## src/shared/svoc_pkg.sv

```systemverilog
package svoc_pkg;
    // register bus shape
    localparam int NREG = 39;
    localparam int AW = 17;
    localparam int DW = 32;
    localparam logic [31:0] UNMAPPED_READ = 32'h0000_0000;
    // register identities, same order as the table below
    typedef enum int {
        RG_TSEL, RG_HPREP_NS, RG_HEXIT_H, RG_HEXIT_L, RG_HZERO_UI, RG_HTRAIL_UI,
        RG_CZERO_UI, RG_CPREP_UI, RG_CPOST_UI, RG_CTRAIL_UI, RG_LPX_UI, RG_HPREP_UI,
        RG_HEXIT_UI, RG_PERIOD, RG_LN01, RG_LN45, RG_LN67, RG_CPRE, RG_CKLN, RG_LN23,
        RG_SLEEP, RG_TEST, RG_DPAT, RG_FEND_WAIT, RG_CPAT, RG_SYNC, RG_FILL0H,
        RG_FILL0L, RG_FILL1H, RG_FILL1L, RG_FS, RG_FEND, RG_LS, RG_LEND, RG_MISC,
        RG_BLKH, RG_BLKL, RG_LLEN_H, RG_LLEN_L
    } svoc_reg_t;
    // index (byte address is four times it), reset value, implemented bits
    typedef struct packed {
        logic [15:0] ofs;
        logic [7:0] rst;
        logic [7:0] msk;
    } svoc_rdef_t;
    localparam svoc_rdef_t RDEF [NREG] = '{
        '{16'h4802, 8'h00, 8'hff}, '{16'h4827, 8'h55, 8'hff}, '{16'h4828, 8'h00, 8'h03},
        '{16'h4829, 8'h64, 8'hff}, '{16'h482a, 8'h06, 8'h3f}, '{16'h482b, 8'h04, 8'h3f},
        '{16'h482c, 8'h00, 8'h3f}, '{16'h482d, 8'h00, 8'hff}, '{16'h482e, 8'h34, 8'h3f},
        '{16'h482f, 8'h00, 8'h3f}, '{16'h4830, 8'h00, 8'h3f}, '{16'h4831, 8'h64, 8'hff},
        '{16'h4832, 8'h00, 8'h3f}, '{16'h4837, 8'h10, 8'hff}, '{16'h4838, 8'h00, 8'hff},
        '{16'h483a, 8'h00, 8'hff}, '{16'h483b, 8'h00, 8'hff}, '{16'h483c, 8'h02, 8'h0f},
        '{16'h483d, 8'h00, 8'hff}, '{16'h4848, 8'h00, 8'hff}, '{16'h484a, 8'h27, 8'h3f},
        '{16'h484c, 8'h03, 8'h37}, '{16'h484d, 8'hb6, 8'hff}, '{16'h484e, 8'h10, 8'hff},
        '{16'h484f, 8'h55, 8'hff}, '{16'h4a00, 8'h2a, 8'hff}, '{16'h4a02, 8'h00, 8'h0f},
        '{16'h4a03, 8'h80, 8'hff}, '{16'h4a04, 8'h00, 8'h0f}, '{16'h4a05, 8'h10, 8'hff},
        '{16'h4a06, 8'haa, 8'hff}, '{16'h4a07, 8'h55, 8'hff}, '{16'h4a08, 8'h99, 8'hff},
        '{16'h4a09, 8'h66, 8'hff}, '{16'h4a0a, 8'h00, 8'h07}, '{16'h4a0c, 8'h00, 8'h0f},
        '{16'h4a0d, 8'h05, 8'hff}, '{16'h4a0e, 8'h00, 8'hff}, '{16'h4a0f, 8'h00, 8'hff}
    };
    // field positions
    localparam int B_SEL_HI = 7, B_DIR_HI = 6, B_P_HI = 5, B_N_HI = 4;
    localparam int B_SEL_LO = 3, B_DIR_LO = 2, B_P_LO = 1, B_N_LO = 0;
    localparam int B_SLP_MAN = 2, B_SLP_CK = 1, B_SLP_DA = 0;
    localparam int B_PRBS = 5, B_HS_ONLY = 4;
    localparam int B_TWO8 = 7, B_SMAN = 6, B_ONE = 5, B_PINV = 4;
    localparam int B_CHID = 3, B_CCIRF = 2, B_SAV = 1, B_PERLANE = 0;
    localparam int B_LLEN_EN = 2, B_LN2 = 1, B_CHK = 0;
    localparam int S_HPREP = 7, S_CPREP = 6, S_CPOST = 5, S_CTRAIL = 4;
    localparam int S_HEXIT = 3, S_HZERO = 2, S_HTRAIL = 1, S_CZERO = 0;
    // timing limits in double-rate pixel clock cycles
    typedef struct packed {
        logic [9:0] hs_prep, hs_prep_max, hs_exit, hs_zero, hs_trail;
        logic [9:0] clk_zero, clk_prep, clk_post, clk_trail, lpx;
        logic [3:0] clk_pre;
    } svoc_tcyc_t;
    // nanosecond floors held by the earlier transmitter controls
    typedef struct packed {
        logic [9:0] hs_prep, hs_zero, hs_trail, clk_zero;
        logic [9:0] clk_prep, clk_post, clk_trail, lpx;
    } svoc_tns_t;
    typedef enum logic [1:0] {SK_FSTART, SK_FEND, SK_LSTART, SK_LEND} svoc_sync_t;
    // differential framer settings
    typedef struct packed {
        logic per_lane, chan_id, one_lane, two_sync8, sav_first, ccir_f, pclk_inv;
        logic line2_sel, chk_pcnt;
        logic [11:0] blank_count, filler_word_zero, filler_word_one;
        logic [15:0] line_length;
    } svoc_lvds_t;
endpackage : svoc_pkg

```

## src/hw/svoc_top.sv

```systemverilog
// The implementer's own choice: the Avalon-MM interface to the registers.
`timescale 1ns/1ps
// Operation
// hs prepare upper limit is ns register plus unit interval times ui upper count
// hs exit floor is 10 bits, two high bits first, low byte default 0x64
// six-bit ui adders for zero, trail, clock zero, post, trail and exit
// clock prepare ui register splits into upper and lower nibble counts
// hs prepare ui register splits into upper and lower nibbles, default 0x64
// low-power interval ui adder is six bits in double-rate clock units; the code counts it in unit intervals
// double-rate clock period register, one fraction bit, is conversion reference
// data lanes use auto direction unless selected, then manual direction and levels
// clock lanes follow the same automatic or manual direction scheme
// in sleep, manual enable drives lane states from clock and data bits
// prbs enable and high-speed-only test mode keep lanes in high speed
// test mode sends data pattern on data lanes and clock pattern on clock
// frame end packet waits twice the delay register after the last packet
// sync codes split or per lane, channel id only in per-lane mode
// manual sync mode uses programmable frame start and frame end codes
// manual sync mode uses programmable line start and line end codes
// framer honours one-lane, two-sync, sav-first and ccir f enables
// blanking repeat count is 12 bits, high nibble and low byte
// manual 16-bit line length is used when its enable bit is set
// each timing is automatic when its select bit is clear, programmed when set; the code always programs hs_prep_max and clk_pre
// byte registers, most significant byte at lower address, defaults after reset
module svoc_top
    import svoc_pkg::*;
#(
    parameter int LANES = 8,
    parameter int CKLANES = 2,
    parameter logic [7:0] FS_BUILTIN = 8'h01,
    parameter logic [7:0] FE_BUILTIN = 8'h02,
    parameter logic [7:0] LS_BUILTIN = 8'h03,
    parameter logic [7:0] LE_BUILTIN = 8'h04
) (
    input wire logic ref_clk,
    input wire logic nrst,
    input wire logic [AW-1:0] address,
    input wire logic read,
    input wire logic write,
    input wire logic [DW-1:0] writedata,
    input wire logic [3:0] byteenable,
    output logic [DW-1:0] readdata,
    output logic waitrequest,
    input wire logic [7:0] ui_period_half_ns,
    input wire svoc_tns_t floor_ns,
    input wire svoc_tcyc_t auto_timing,
    input wire logic lpx_select,
    output svoc_tcyc_t timing,
    output logic [3:0] clock_prep_ui_upper,
    output logic [3:0] clock_prep_ui_lower,
    output logic [3:0] hs_prep_ui_upper,
    output logic [3:0] hs_prep_ui_lower,
    input wire logic [LANES-1:0] lane_auto_dir,
    input wire logic [LANES-1:0] lane_auto_pos,
    input wire logic [LANES-1:0] lane_auto_neg,
    input wire logic [LANES-1:0] lane_lp_pos_in,
    input wire logic [LANES-1:0] lane_lp_neg_in,
    output logic [LANES-1:0] lane_lp_pos_out,
    output logic [LANES-1:0] lane_lp_neg_out,
    output logic [LANES-1:0] lane_pad_direction,
    input wire logic [CKLANES-1:0] clock_auto_dir,
    input wire logic [CKLANES-1:0] clock_auto_pos,
    input wire logic [CKLANES-1:0] clock_auto_neg,
    input wire logic [CKLANES-1:0] clock_lp_pos_in,
    input wire logic [CKLANES-1:0] clock_lp_neg_in,
    output logic [CKLANES-1:0] clock_lp_pos_out,
    output logic [CKLANES-1:0] clock_lp_neg_out,
    output logic [CKLANES-1:0] clock_pad_direction,
    output logic [LANES-1:0] lane_lp_seen,
    input wire logic sleep_active,
    input wire logic auto_clock_state,
    input wire logic auto_data_state,
    output logic sleep_clock_state,
    output logic sleep_data_state,
    output logic prbs_enable,
    output logic fast_signalling_test_enable,
    input wire logic [7:0] data_word_in,
    input wire logic [7:0] clock_word_in,
    output logic [7:0] data_word_out,
    output logic [7:0] clock_test_word,
    input wire logic double_rate_tick,
    input wire logic last_packet_done,
    output logic frame_end_go,
    input wire svoc_sync_t sync_kind,
    output logic [7:0] sync_word,
    input wire logic [15:0] auto_line_length,
    output svoc_lvds_t lvds_cfg
);
    // register storage and bus decode
    logic [7:0] regs_r [NREG];
    logic done_r;
    logic [DW-1:0] readdata_r;
    logic [NREG-1:0] hit;
    logic bus_req;
    logic bus_take;
    logic [7:0] rd_byte;
    logic wr_ok;

    assign bus_req = read | write;
    // every access answers one cycle after it is raised
    assign waitrequest = bus_req & ~done_r;
    assign bus_take = bus_req & done_r;
    assign wr_ok = write & byteenable[0] & bus_take;
    assign readdata = readdata_r;

    // one comparator per register; address must be word aligned
    genvar gi;
    generate
        for (gi = 0; gi < NREG; gi++) begin : g_dec
            assign hit[gi] = (address[AW-1:2] == RDEF[gi].ofs[AW-3:0])
                && (address[1:0] == 2'b00);
        end
    endgenerate

    // read mux; unmapped locations read as zero
    always_comb begin
        rd_byte = 8'h00;
        for (int i = 0; i < NREG; i++) begin
            if (hit[i]) begin
                rd_byte = regs_r[i] & RDEF[i].msk;
            end
        end
    end

    // handshake phase bit
    always_ff @(posedge ref_clk or negedge nrst) begin
        if (!nrst) begin
            done_r <= 1'b0;
        end else begin
            done_r <= bus_req & ~done_r;
        end
    end

    // read data captured in the waiting cycle, stands at the answer edge
    always_ff @(posedge ref_clk or negedge nrst) begin
        if (!nrst) begin
            readdata_r <= UNMAPPED_READ;
        end else if (read & ~done_r) begin
            readdata_r <= {24'h000000, rd_byte};
        end
    end

    // byte registers
    generate
        for (gi = 0; gi < NREG; gi++) begin : g_reg
            always_ff @(posedge ref_clk or negedge nrst) begin
                if (!nrst) begin
                    regs_r[gi] <= RDEF[gi].rst;
                end else if (wr_ok && hit[gi]) begin
                    regs_r[gi] <= writedata[7:0] & RDEF[gi].msk;
                end
            end
        end
    endgenerate

    // conversion to double-rate cycles, all in half-ns: the period register
    // already carries one fraction bit, so doubling ns avoids a fraction
    function automatic logic [9:0] to_cyc(
        input logic [9:0] ns,
        input logic [5:0] ui,
        input logic [7:0] tui,
        input logic [7:0] per
    );
        logic [15:0] h;
        logic [15:0] p;
        // operands widened first so the product keeps all fourteen bits
        h = {5'h00, ns, 1'b0} + ({8'h00, tui} * {10'h000, ui});
        // a zero period would divide by zero, so it is taken as one
        p = (per == 8'h00) ? 16'h0001 : {8'h00, per};
        to_cyc = 10'((h + p - 16'h0001) / p);
    endfunction : to_cyc

    // named fields
    logic [7:0] tsel;
    logic [7:0] per;
    logic [7:0] tui;
    logic [9:0] hs_prep_upper_limit;
    logic [9:0] hs_leave_lower_limit;
    logic [5:0] hs_zero_ui_adder;
    logic [5:0] hs_trail_ui_adder;
    logic [5:0] clock_zero_ui_adder;
    logic [5:0] clock_post_ui_adder;
    logic [5:0] clock_trail_ui_adder;
    logic [5:0] lowpower_interval_ui_adder;
    logic [5:0] hs_leave_ui_adder;
    svoc_tcyc_t manual_cyc;
    svoc_tcyc_t timing_nxt;

    assign tsel = regs_r[RG_TSEL];
    // period reference
    assign per = regs_r[RG_PERIOD];
    assign tui = ui_period_half_ns;
    assign hs_prep_upper_limit = {2'b00, regs_r[RG_HPREP_NS]};
    // high bits at the lower address
    assign hs_leave_lower_limit = {regs_r[RG_HEXIT_H][1:0], regs_r[RG_HEXIT_L]};
    // six-bit adders
    assign hs_zero_ui_adder = regs_r[RG_HZERO_UI][5:0];
    assign hs_trail_ui_adder = regs_r[RG_HTRAIL_UI][5:0];
    assign clock_zero_ui_adder = regs_r[RG_CZERO_UI][5:0];
    assign clock_post_ui_adder = regs_r[RG_CPOST_UI][5:0];
    assign clock_trail_ui_adder = regs_r[RG_CTRAIL_UI][5:0];
    assign hs_leave_ui_adder = regs_r[RG_HEXIT_UI][5:0];
    // interval adder
    assign lowpower_interval_ui_adder = regs_r[RG_LPX_UI][5:0];
    // clock prepare nibbles
    assign clock_prep_ui_upper = regs_r[RG_CPREP_UI][7:4];
    assign clock_prep_ui_lower = regs_r[RG_CPREP_UI][3:0];
    // hs prepare nibbles
    assign hs_prep_ui_upper = regs_r[RG_HPREP_UI][7:4];
    assign hs_prep_ui_lower = regs_r[RG_HPREP_UI][3:0];

    // programmed limits; R1 upper limit adds ui times upper count
    assign manual_cyc.hs_prep_max = to_cyc(hs_prep_upper_limit,
        {2'b00, hs_prep_ui_upper}, tui, per);
    assign manual_cyc.hs_prep = to_cyc(floor_ns.hs_prep,
        {2'b00, hs_prep_ui_lower}, tui, per);
    assign manual_cyc.hs_exit = to_cyc(hs_leave_lower_limit, hs_leave_ui_adder, tui, per);
    assign manual_cyc.hs_zero = to_cyc(floor_ns.hs_zero, hs_zero_ui_adder, tui, per);
    assign manual_cyc.hs_trail = to_cyc(floor_ns.hs_trail, hs_trail_ui_adder, tui, per);
    assign manual_cyc.clk_zero = to_cyc(floor_ns.clk_zero, clock_zero_ui_adder, tui, per);
    assign manual_cyc.clk_prep = to_cyc(floor_ns.clk_prep,
        {2'b00, clock_prep_ui_lower}, tui, per);
    assign manual_cyc.clk_post = to_cyc(floor_ns.clk_post, clock_post_ui_adder, tui, per);
    assign manual_cyc.clk_trail = to_cyc(floor_ns.clk_trail, clock_trail_ui_adder, tui, per);
    assign manual_cyc.lpx = to_cyc(floor_ns.lpx, lowpower_interval_ui_adder, tui, per);
    assign manual_cyc.clk_pre = regs_r[RG_CPRE][3:0];

    // per-parameter automatic or programmed choice; hs_prep_max and clk_pre are always programmed
    always_comb begin
        timing_nxt = auto_timing;
        timing_nxt.hs_prep_max = manual_cyc.hs_prep_max;
        timing_nxt.clk_pre = manual_cyc.clk_pre;
        if (tsel[S_HPREP]) timing_nxt.hs_prep = manual_cyc.hs_prep;
        if (tsel[S_CPREP]) timing_nxt.clk_prep = manual_cyc.clk_prep;
        if (tsel[S_CPOST]) timing_nxt.clk_post = manual_cyc.clk_post;
        if (tsel[S_CTRAIL]) timing_nxt.clk_trail = manual_cyc.clk_trail;
        if (tsel[S_HEXIT]) timing_nxt.hs_exit = manual_cyc.hs_exit;
        if (tsel[S_HZERO]) timing_nxt.hs_zero = manual_cyc.hs_zero;
        if (tsel[S_HTRAIL]) timing_nxt.hs_trail = manual_cyc.hs_trail;
        if (tsel[S_CZERO]) timing_nxt.clk_zero = manual_cyc.clk_zero;
        if (lpx_select) timing_nxt.lpx = manual_cyc.lpx;
    end

    // divider sits in front of this flop, so timing lags a write by a cycle
    always_ff @(posedge ref_clk or negedge nrst) begin
        if (!nrst) begin
            timing <= '0;
        end else begin
            timing <= timing_nxt;
        end
    end

    // lane override fields; two lanes share one register
    logic [7:0] lane_ovr [4];
    assign lane_ovr[0] = regs_r[RG_LN01];
    assign lane_ovr[1] = regs_r[RG_LN23];
    assign lane_ovr[2] = regs_r[RG_LN45];
    assign lane_ovr[3] = regs_r[RG_LN67];

    // data lane pads, odd lanes in the low nibble
    generate
        for (gi = 0; gi < LANES; gi++) begin : g_lane
            logic [3:0] f;
            assign f = (gi % 2 == 1) ? lane_ovr[gi/2][B_N_LO+3:B_N_LO]
                : lane_ovr[gi/2][B_N_HI+3:B_N_HI];
            assign lane_pad_direction[gi] = f[3] ? f[2] : lane_auto_dir[gi];
            assign lane_lp_pos_out[gi] = f[3] ? f[1] : lane_auto_pos[gi];
            assign lane_lp_neg_out[gi] = f[3] ? f[0] : lane_auto_neg[gi];
            // readback flags a lane whose positive and negative input levels differ
            assign lane_lp_seen[gi] = lane_lp_pos_in[gi] ^ lane_lp_neg_in[gi];
        end
    endgenerate

    // clock lane pads
    generate
        for (gi = 0; gi < CKLANES; gi++) begin : g_ck
            logic [3:0] f;
            assign f = (gi % 2 == 1) ? regs_r[RG_CKLN][B_N_LO+3:B_N_LO]
                : regs_r[RG_CKLN][B_N_HI+3:B_N_HI];
            assign clock_pad_direction[gi] = f[3] ? f[2] : clock_auto_dir[gi];
            assign clock_lp_pos_out[gi] = f[3] ? f[1] : clock_auto_pos[gi];
            assign clock_lp_neg_out[gi] = f[3] ? f[0] : clock_auto_neg[gi];
        end
    endgenerate

    // sleep-time bus state
    logic slp_man;
    assign slp_man = sleep_active & regs_r[RG_SLEEP][B_SLP_MAN];
    assign sleep_clock_state = slp_man ? regs_r[RG_SLEEP][B_SLP_CK] : auto_clock_state;
    assign sleep_data_state = slp_man ? regs_r[RG_SLEEP][B_SLP_DA] : auto_data_state;

    // test enables
    assign prbs_enable = regs_r[RG_TEST][B_PRBS];
    assign fast_signalling_test_enable = regs_r[RG_TEST][B_HS_ONLY];

    // test words replace the payload while test mode is on
    always_ff @(posedge ref_clk or negedge nrst) begin
        if (!nrst) begin
            data_word_out <= 8'h00;
            clock_test_word <= 8'h00;
        end else if (fast_signalling_test_enable) begin
            data_word_out <= regs_r[RG_DPAT];
            clock_test_word <= regs_r[RG_CPAT];
        end else begin
            data_word_out <= data_word_in;
            clock_test_word <= clock_word_in;
        end
    end

    // frame end wait, counted in double-rate ticks
    typedef enum logic {FW_IDLE, FW_WAIT} svoc_fw_t;
    svoc_fw_t fw_r;
    svoc_fw_t fw_nxt;
    logic [8:0] fw_cnt_r;
    logic [8:0] fw_cnt_nxt;
    logic frame_end_go_nxt;
    logic [7:0] frame_end_wait_half;
    assign frame_end_wait_half = regs_r[RG_FEND_WAIT];

    always_comb begin
        fw_nxt = fw_r;
        fw_cnt_nxt = fw_cnt_r;
        frame_end_go_nxt = 1'b0;
        unique case (fw_r)
            FW_IDLE: begin
                if (last_packet_done) begin
                    fw_nxt = FW_WAIT;
                    fw_cnt_nxt = {frame_end_wait_half, 1'b0};
                end
            end
            FW_WAIT: begin
                if (fw_cnt_r == 9'h000) begin
                    fw_nxt = FW_IDLE;
                    frame_end_go_nxt = 1'b1;
                end else if (double_rate_tick) begin
                    fw_cnt_nxt = fw_cnt_r - 9'h001;
                end
            end
        endcase
    end

    always_ff @(posedge ref_clk or negedge nrst) begin
        if (!nrst) begin
            fw_r <= FW_IDLE;
            fw_cnt_r <= 9'h000;
            frame_end_go <= 1'b0;
        end else begin
            fw_r <= fw_nxt;
            fw_cnt_r <= fw_cnt_nxt;
            frame_end_go <= frame_end_go_nxt;
        end
    end

    // sync word, programmable only in manual mode
    logic sync_man;
    logic [7:0] sync_nxt;
    assign sync_man = regs_r[RG_SYNC][B_SMAN];
    always_comb begin
        unique case (sync_kind)
            SK_FSTART: sync_nxt = sync_man ? regs_r[RG_FS] : FS_BUILTIN;
            SK_FEND: sync_nxt = sync_man ? regs_r[RG_FEND] : FE_BUILTIN;
            SK_LSTART: sync_nxt = sync_man ? regs_r[RG_LS] : LS_BUILTIN;
            SK_LEND: sync_nxt = sync_man ? regs_r[RG_LEND] : LE_BUILTIN;
        endcase
    end

    always_ff @(posedge ref_clk or negedge nrst) begin
        if (!nrst) begin
            sync_word <= 8'h00;
        end else begin
            sync_word <= sync_nxt;
        end
    end

    // framer settings
    svoc_lvds_t lvds_nxt;
    always_comb begin
        lvds_nxt = '0;
        // placement and channel id
        lvds_nxt.per_lane = regs_r[RG_SYNC][B_PERLANE];
        lvds_nxt.chan_id = regs_r[RG_SYNC][B_PERLANE] & regs_r[RG_SYNC][B_CHID];
        // framer enables
        lvds_nxt.one_lane = regs_r[RG_SYNC][B_ONE];
        lvds_nxt.two_sync8 = regs_r[RG_SYNC][B_TWO8];
        lvds_nxt.sav_first = regs_r[RG_SYNC][B_SAV];
        lvds_nxt.ccir_f = regs_r[RG_SYNC][B_CCIRF];
        lvds_nxt.pclk_inv = regs_r[RG_SYNC][B_PINV];
        lvds_nxt.line2_sel = regs_r[RG_MISC][B_LN2];
        lvds_nxt.chk_pcnt = regs_r[RG_MISC][B_CHK];
        // blanking count
        lvds_nxt.blank_count = {regs_r[RG_BLKH][3:0], regs_r[RG_BLKL]};
        lvds_nxt.filler_word_zero = {regs_r[RG_FILL0H][3:0], regs_r[RG_FILL0L]};
        lvds_nxt.filler_word_one = {regs_r[RG_FILL1H][3:0], regs_r[RG_FILL1L]};
        // manual line length
        lvds_nxt.line_length = regs_r[RG_MISC][B_LLEN_EN]
            ? {regs_r[RG_LLEN_H], regs_r[RG_LLEN_L]} : auto_line_length;
    end

    always_ff @(posedge ref_clk or negedge nrst) begin
        if (!nrst) begin
            lvds_cfg <= '0;
        end else begin
            lvds_cfg <= lvds_nxt;
        end
    end
endmodule : svoc_top

```

## config.mk

```make
export PLATFORM = sky130hd
export DESIGN_NAME = svoc_top
export DESIGN_NICKNAME = d
export VERILOG_FILES = /design/src/shared/svoc_pkg.sv /design/src/hw/svoc_top.sv
export SDC_FILE = /design/constraint.sdc
export NUM_CORES = 2
export LEC_CHECK = 0
export ABC_AREA = 0
export BUFFER_PORTS_ARGS = -buffer_cell sky130_fd_sc_hd__buf_2
export CAP_MARGIN = 40
export CELL_PAD_IN_SITES_DETAIL_PLACEMENT = 0
export CELL_PAD_IN_SITES_GLOBAL_PLACEMENT = 1
export CORE_ASPECT_RATIO = 0.9
export CORE_MARGIN = 2
export CORE_UTILIZATION = 45
export DETAILED_ROUTE_END_ITERATION = 8
export PLACE_DENSITY_LB_ADDON = 0.1
export SYNTH_ARGS = -nofsm -noshare
export SYNTH_HDL_FRONTEND = slang
export SYNTH_SLANG_ARGS = --single-unit
```

## constraint.sdc

```tcl
create_clock -name ref_clk -period 54.2 [get_ports ref_clk]
set_input_delay 10.84 -clock ref_clk [delete_from_list [all_inputs] [get_ports ref_clk]]
set_output_delay 10.84 -clock ref_clk [all_outputs]
set_load 0.01 [all_outputs]
```

==> run_results.csv <==
group,metric,value,unit
critical_path,r2r_start,"per[7]",
logic_synthesis,synthFlopType,"dfrtp_1",
clock_tree,clkTransAtPathRegs,0.06,ns
logic_synthesis,ys_ff_latch,475,
clock_tree,cts_buffers,59,
logic_synthesis,synth_area,93400,um2
logic_synthesis,syn-instance-count,11600,
critical_path,cp-start-kind,"input port",
floorplan,initial_core_util,0.453,
critical_path,crit_path_max_fanout,28,
sta,fin_setup_tns,0,ns
clock_tree,htreeDepth,2,
sta,relSlewSlack,0.115,
global_route,grt_max_degree,69,
sta,worst_pin_slew,1.33,ns
status,outcome,"complete, no violations",
routing,via_count,89000,
critical_path,cp-startpoint,"ui_period_half_ns[1]",
placement,io_buffers,550,
logic_synthesis,yosysWarningCount,0,
logic_synthesis,synth_edf_count,0,
routing,wire_per_inst,21.8,um
clock_tree,clockRootBuffer,"clkbuf_16",
critical_path,cp-endpoint,"timing[34]",
logic_synthesis,yosysSeqAreaShare,0.128,
final_layout,area_growth,8.72,%
critical_path,r2r-end,"timing[14]",
global_route,grt_pass1_wl,499000,um
final_layout,drive_above_1_share,0.139,
floorplan,die_w,484,um
global_route,antenna_found_initial,30,
routing,drc,0,
sta,worst_clock_skew,0.0574,ns
routing,viasPerCell,6.02,
sta,setup_viol,0,
floorplan,dieArea,211000,um2
routing,wirelength,323000,um
routing,antenna_left,0,
critical_path,critPathKind,"input port to flop",
logic_synthesis,synthArstFlopShare,1.00,
placement,gp_congestion,0.932,
global_route,grt_pass1_vias,86300,
global_route,grt-ovfl-total,0,
critical_path,reg2reg_slack,12.96,ns
clock_tree,hold_buffers,0,
sta,fin_crit_sh,0.929,
sta,fin_crit,50.36,ns
clock_tree,clockBufferDepth,3,
critical_path,cp_common_cell,"o21a_1",
floorplan,rows,158,
clock_tree,post_cts_resized,0,
clock_tree,cts_sinks,475,
routing,drt_iter0_markers,6365,
clock_tree,post-cts-setup-buffers,0,
sta,rsz0062_at_grt,"no",
clock_tree,clkLatencyLatePin,0.76,ns
critical_path,cp-end-kind,"flop",
worst_hold_path,min_path_type,"flop to flop",
floorplan,core,206000,um2
logic_synthesis,synth_cell_types,121,
floorplan,dieHeight,436,um
global_route,grt_util_all_layers,0.296,
floorplan,io_pins,620,
critical_path,crit_required,54.81,ns
routing,first_pass_iters,8,
final_layout,nets,14100,
clock_tree,cts_tree,"built",
placement,hpwl,258000,um
sta,hold_viol,0,
logic_synthesis,synth_area_per_cell,8.06,um2
run,cap_violations,0,
critical_path,critical_path_arrival,50.98,ns
critical_path,r2r_cells,163,
critical_path,crit_slowest_cell,"o31ai_1",
sta,fmax,19.9,MHz
critical_path,cp_slowest_stage_delay,0.70,ns
sta,slew_viol_final,0,
==> sequential cells by signal (all words and copies together) (netlist names), 8 cells and up <==
signal	count
timing	104
regs_r	76
lvds_cfg	61
lvds_nxt	44
g_lane.f	32
hs_leave_lower_limit	10
fw_cnt_r	9
clock_test_word	8
data_word_out	8
frame_end_wait_half	8
g_ck.f	8
hs_prep_upper_limit	8
per	8
readdata	8
sync_word	8
tsel	8
==> cells in the mapped netlist, types with 271 or more instances <==
master       n  share of area
a21oi_1    649          0.035
clkbuf_1   271          0.011
dfrtp_1    418           0.11
fa_1       406          0.087
ha_1      1374           0.18
inv_1      882          0.035
mux2_2     577          0.070
nand2_1    966          0.039
nor2_1     956          0.038
nor3_1     605          0.032
o21a_1     607          0.049
o21ai_0    522          0.028
==> final cells by class <==
class / count / area (um2)
Clock inverter: 36 / 472
Tap cell: 2720 / 3400
Inverter: 884 / 3360
Multi-Input combinational cell: 9870 / 76600
Sequential cell: 475 / 12000
Timing Repair Buffer: 708 / 4100
Antenna cell: 8 / 20.0
Clock buffer: 76 / 1610
Fill cell: 20000 / 105000
==> how the worst min path moves through the flow <==
stage	start	end	slack, ns	cells past startpoint
after CTS	manual_cyc[1]	timing[1]	0.41	0
after global routing	manual_cyc[1]	timing[1]	0.41	0
after detailed placement	lvds_nxt[17]	lvds_cfg[17]	0.38	0
after floorplan	lvds_nxt[39]	lvds_cfg[39]	0.35	0
after global placement	lvds_nxt[54]	lvds_cfg[54]	0.39	0
final	manual_cyc[1]	timing[1]	0.40	0
==> through the flow <==
step                      setup slack (ns)  hold slack (ns)   util  area, um2  cells
after global placement                3.77            0.388  0.481      99100  14600
after CTS                             4.32            0.406  0.492     102000  14800
after detailed placement              3.67            0.384  0.482      99400  14700
after floorplan                       7.58            0.354      -      93500  11600
final                                 3.84            0.401  0.492     102000  14800
after global routing                 0.559            0.409  0.492     102000  14800
==> cells in the final DEF (no fill, tap or decap), types with 229 or more instances in the layout <==
| master | count |
|---|---|
| ha_1 | 1374 |
| nand2_1 | 966 |
| nor2_1 | 954 |
| inv_1 | 875 |
| a21oi_1 | 649 |
| o21a_1 | 607 |
| nor3_1 | 604 |
| mux2_2 | 577 |
| buf_2 | 552 |
| o21ai_0 | 522 |
| dfrtp_1 | 413 |
| fa_1 | 406 |
| and2_1 | 245 |
| xnor2_1 | 235 |
| a21o_1 | 229 |
==> layer usage <==
layer	GRT usage	part of all wire	vias to the layer above
met5	0	0.00036	-
met4	0.104	0.039	18
met3	0.0424	0.057	432
met2	0.481	0.45	2397
met1	0.401	0.46	43100
li1	-	-	43000
==> critical path: cells and delay by family <==
family / cells / cell delay, ns
and+or+nand+nor: 38 / 7.88
adders and majority gates: 22 / 7.15
buffers and inverters: 10 / 2.50
AOI/OAI and AO/OA: 92 / 20.83
muxes: 5 / 1.65
==> logic make-up after synthesis <==
group	count (synthesis)	share of synthesized area
AO/OA/AOI/OAI	3142	0.229
flip-flops	475	0.128
adder cells (fa/ha/maj)	1787	0.272
XOR/XNOR	353	0.0331
buffers and inverters	1267	0.0531
multiplexers	682	0.0817
other	1	0.0000401
AND/OR/NAND/NOR	3882	0.203
Power is not shown: default switching activity piles up to over one toggle a cycle in this logic, so the estimate is an artifact.
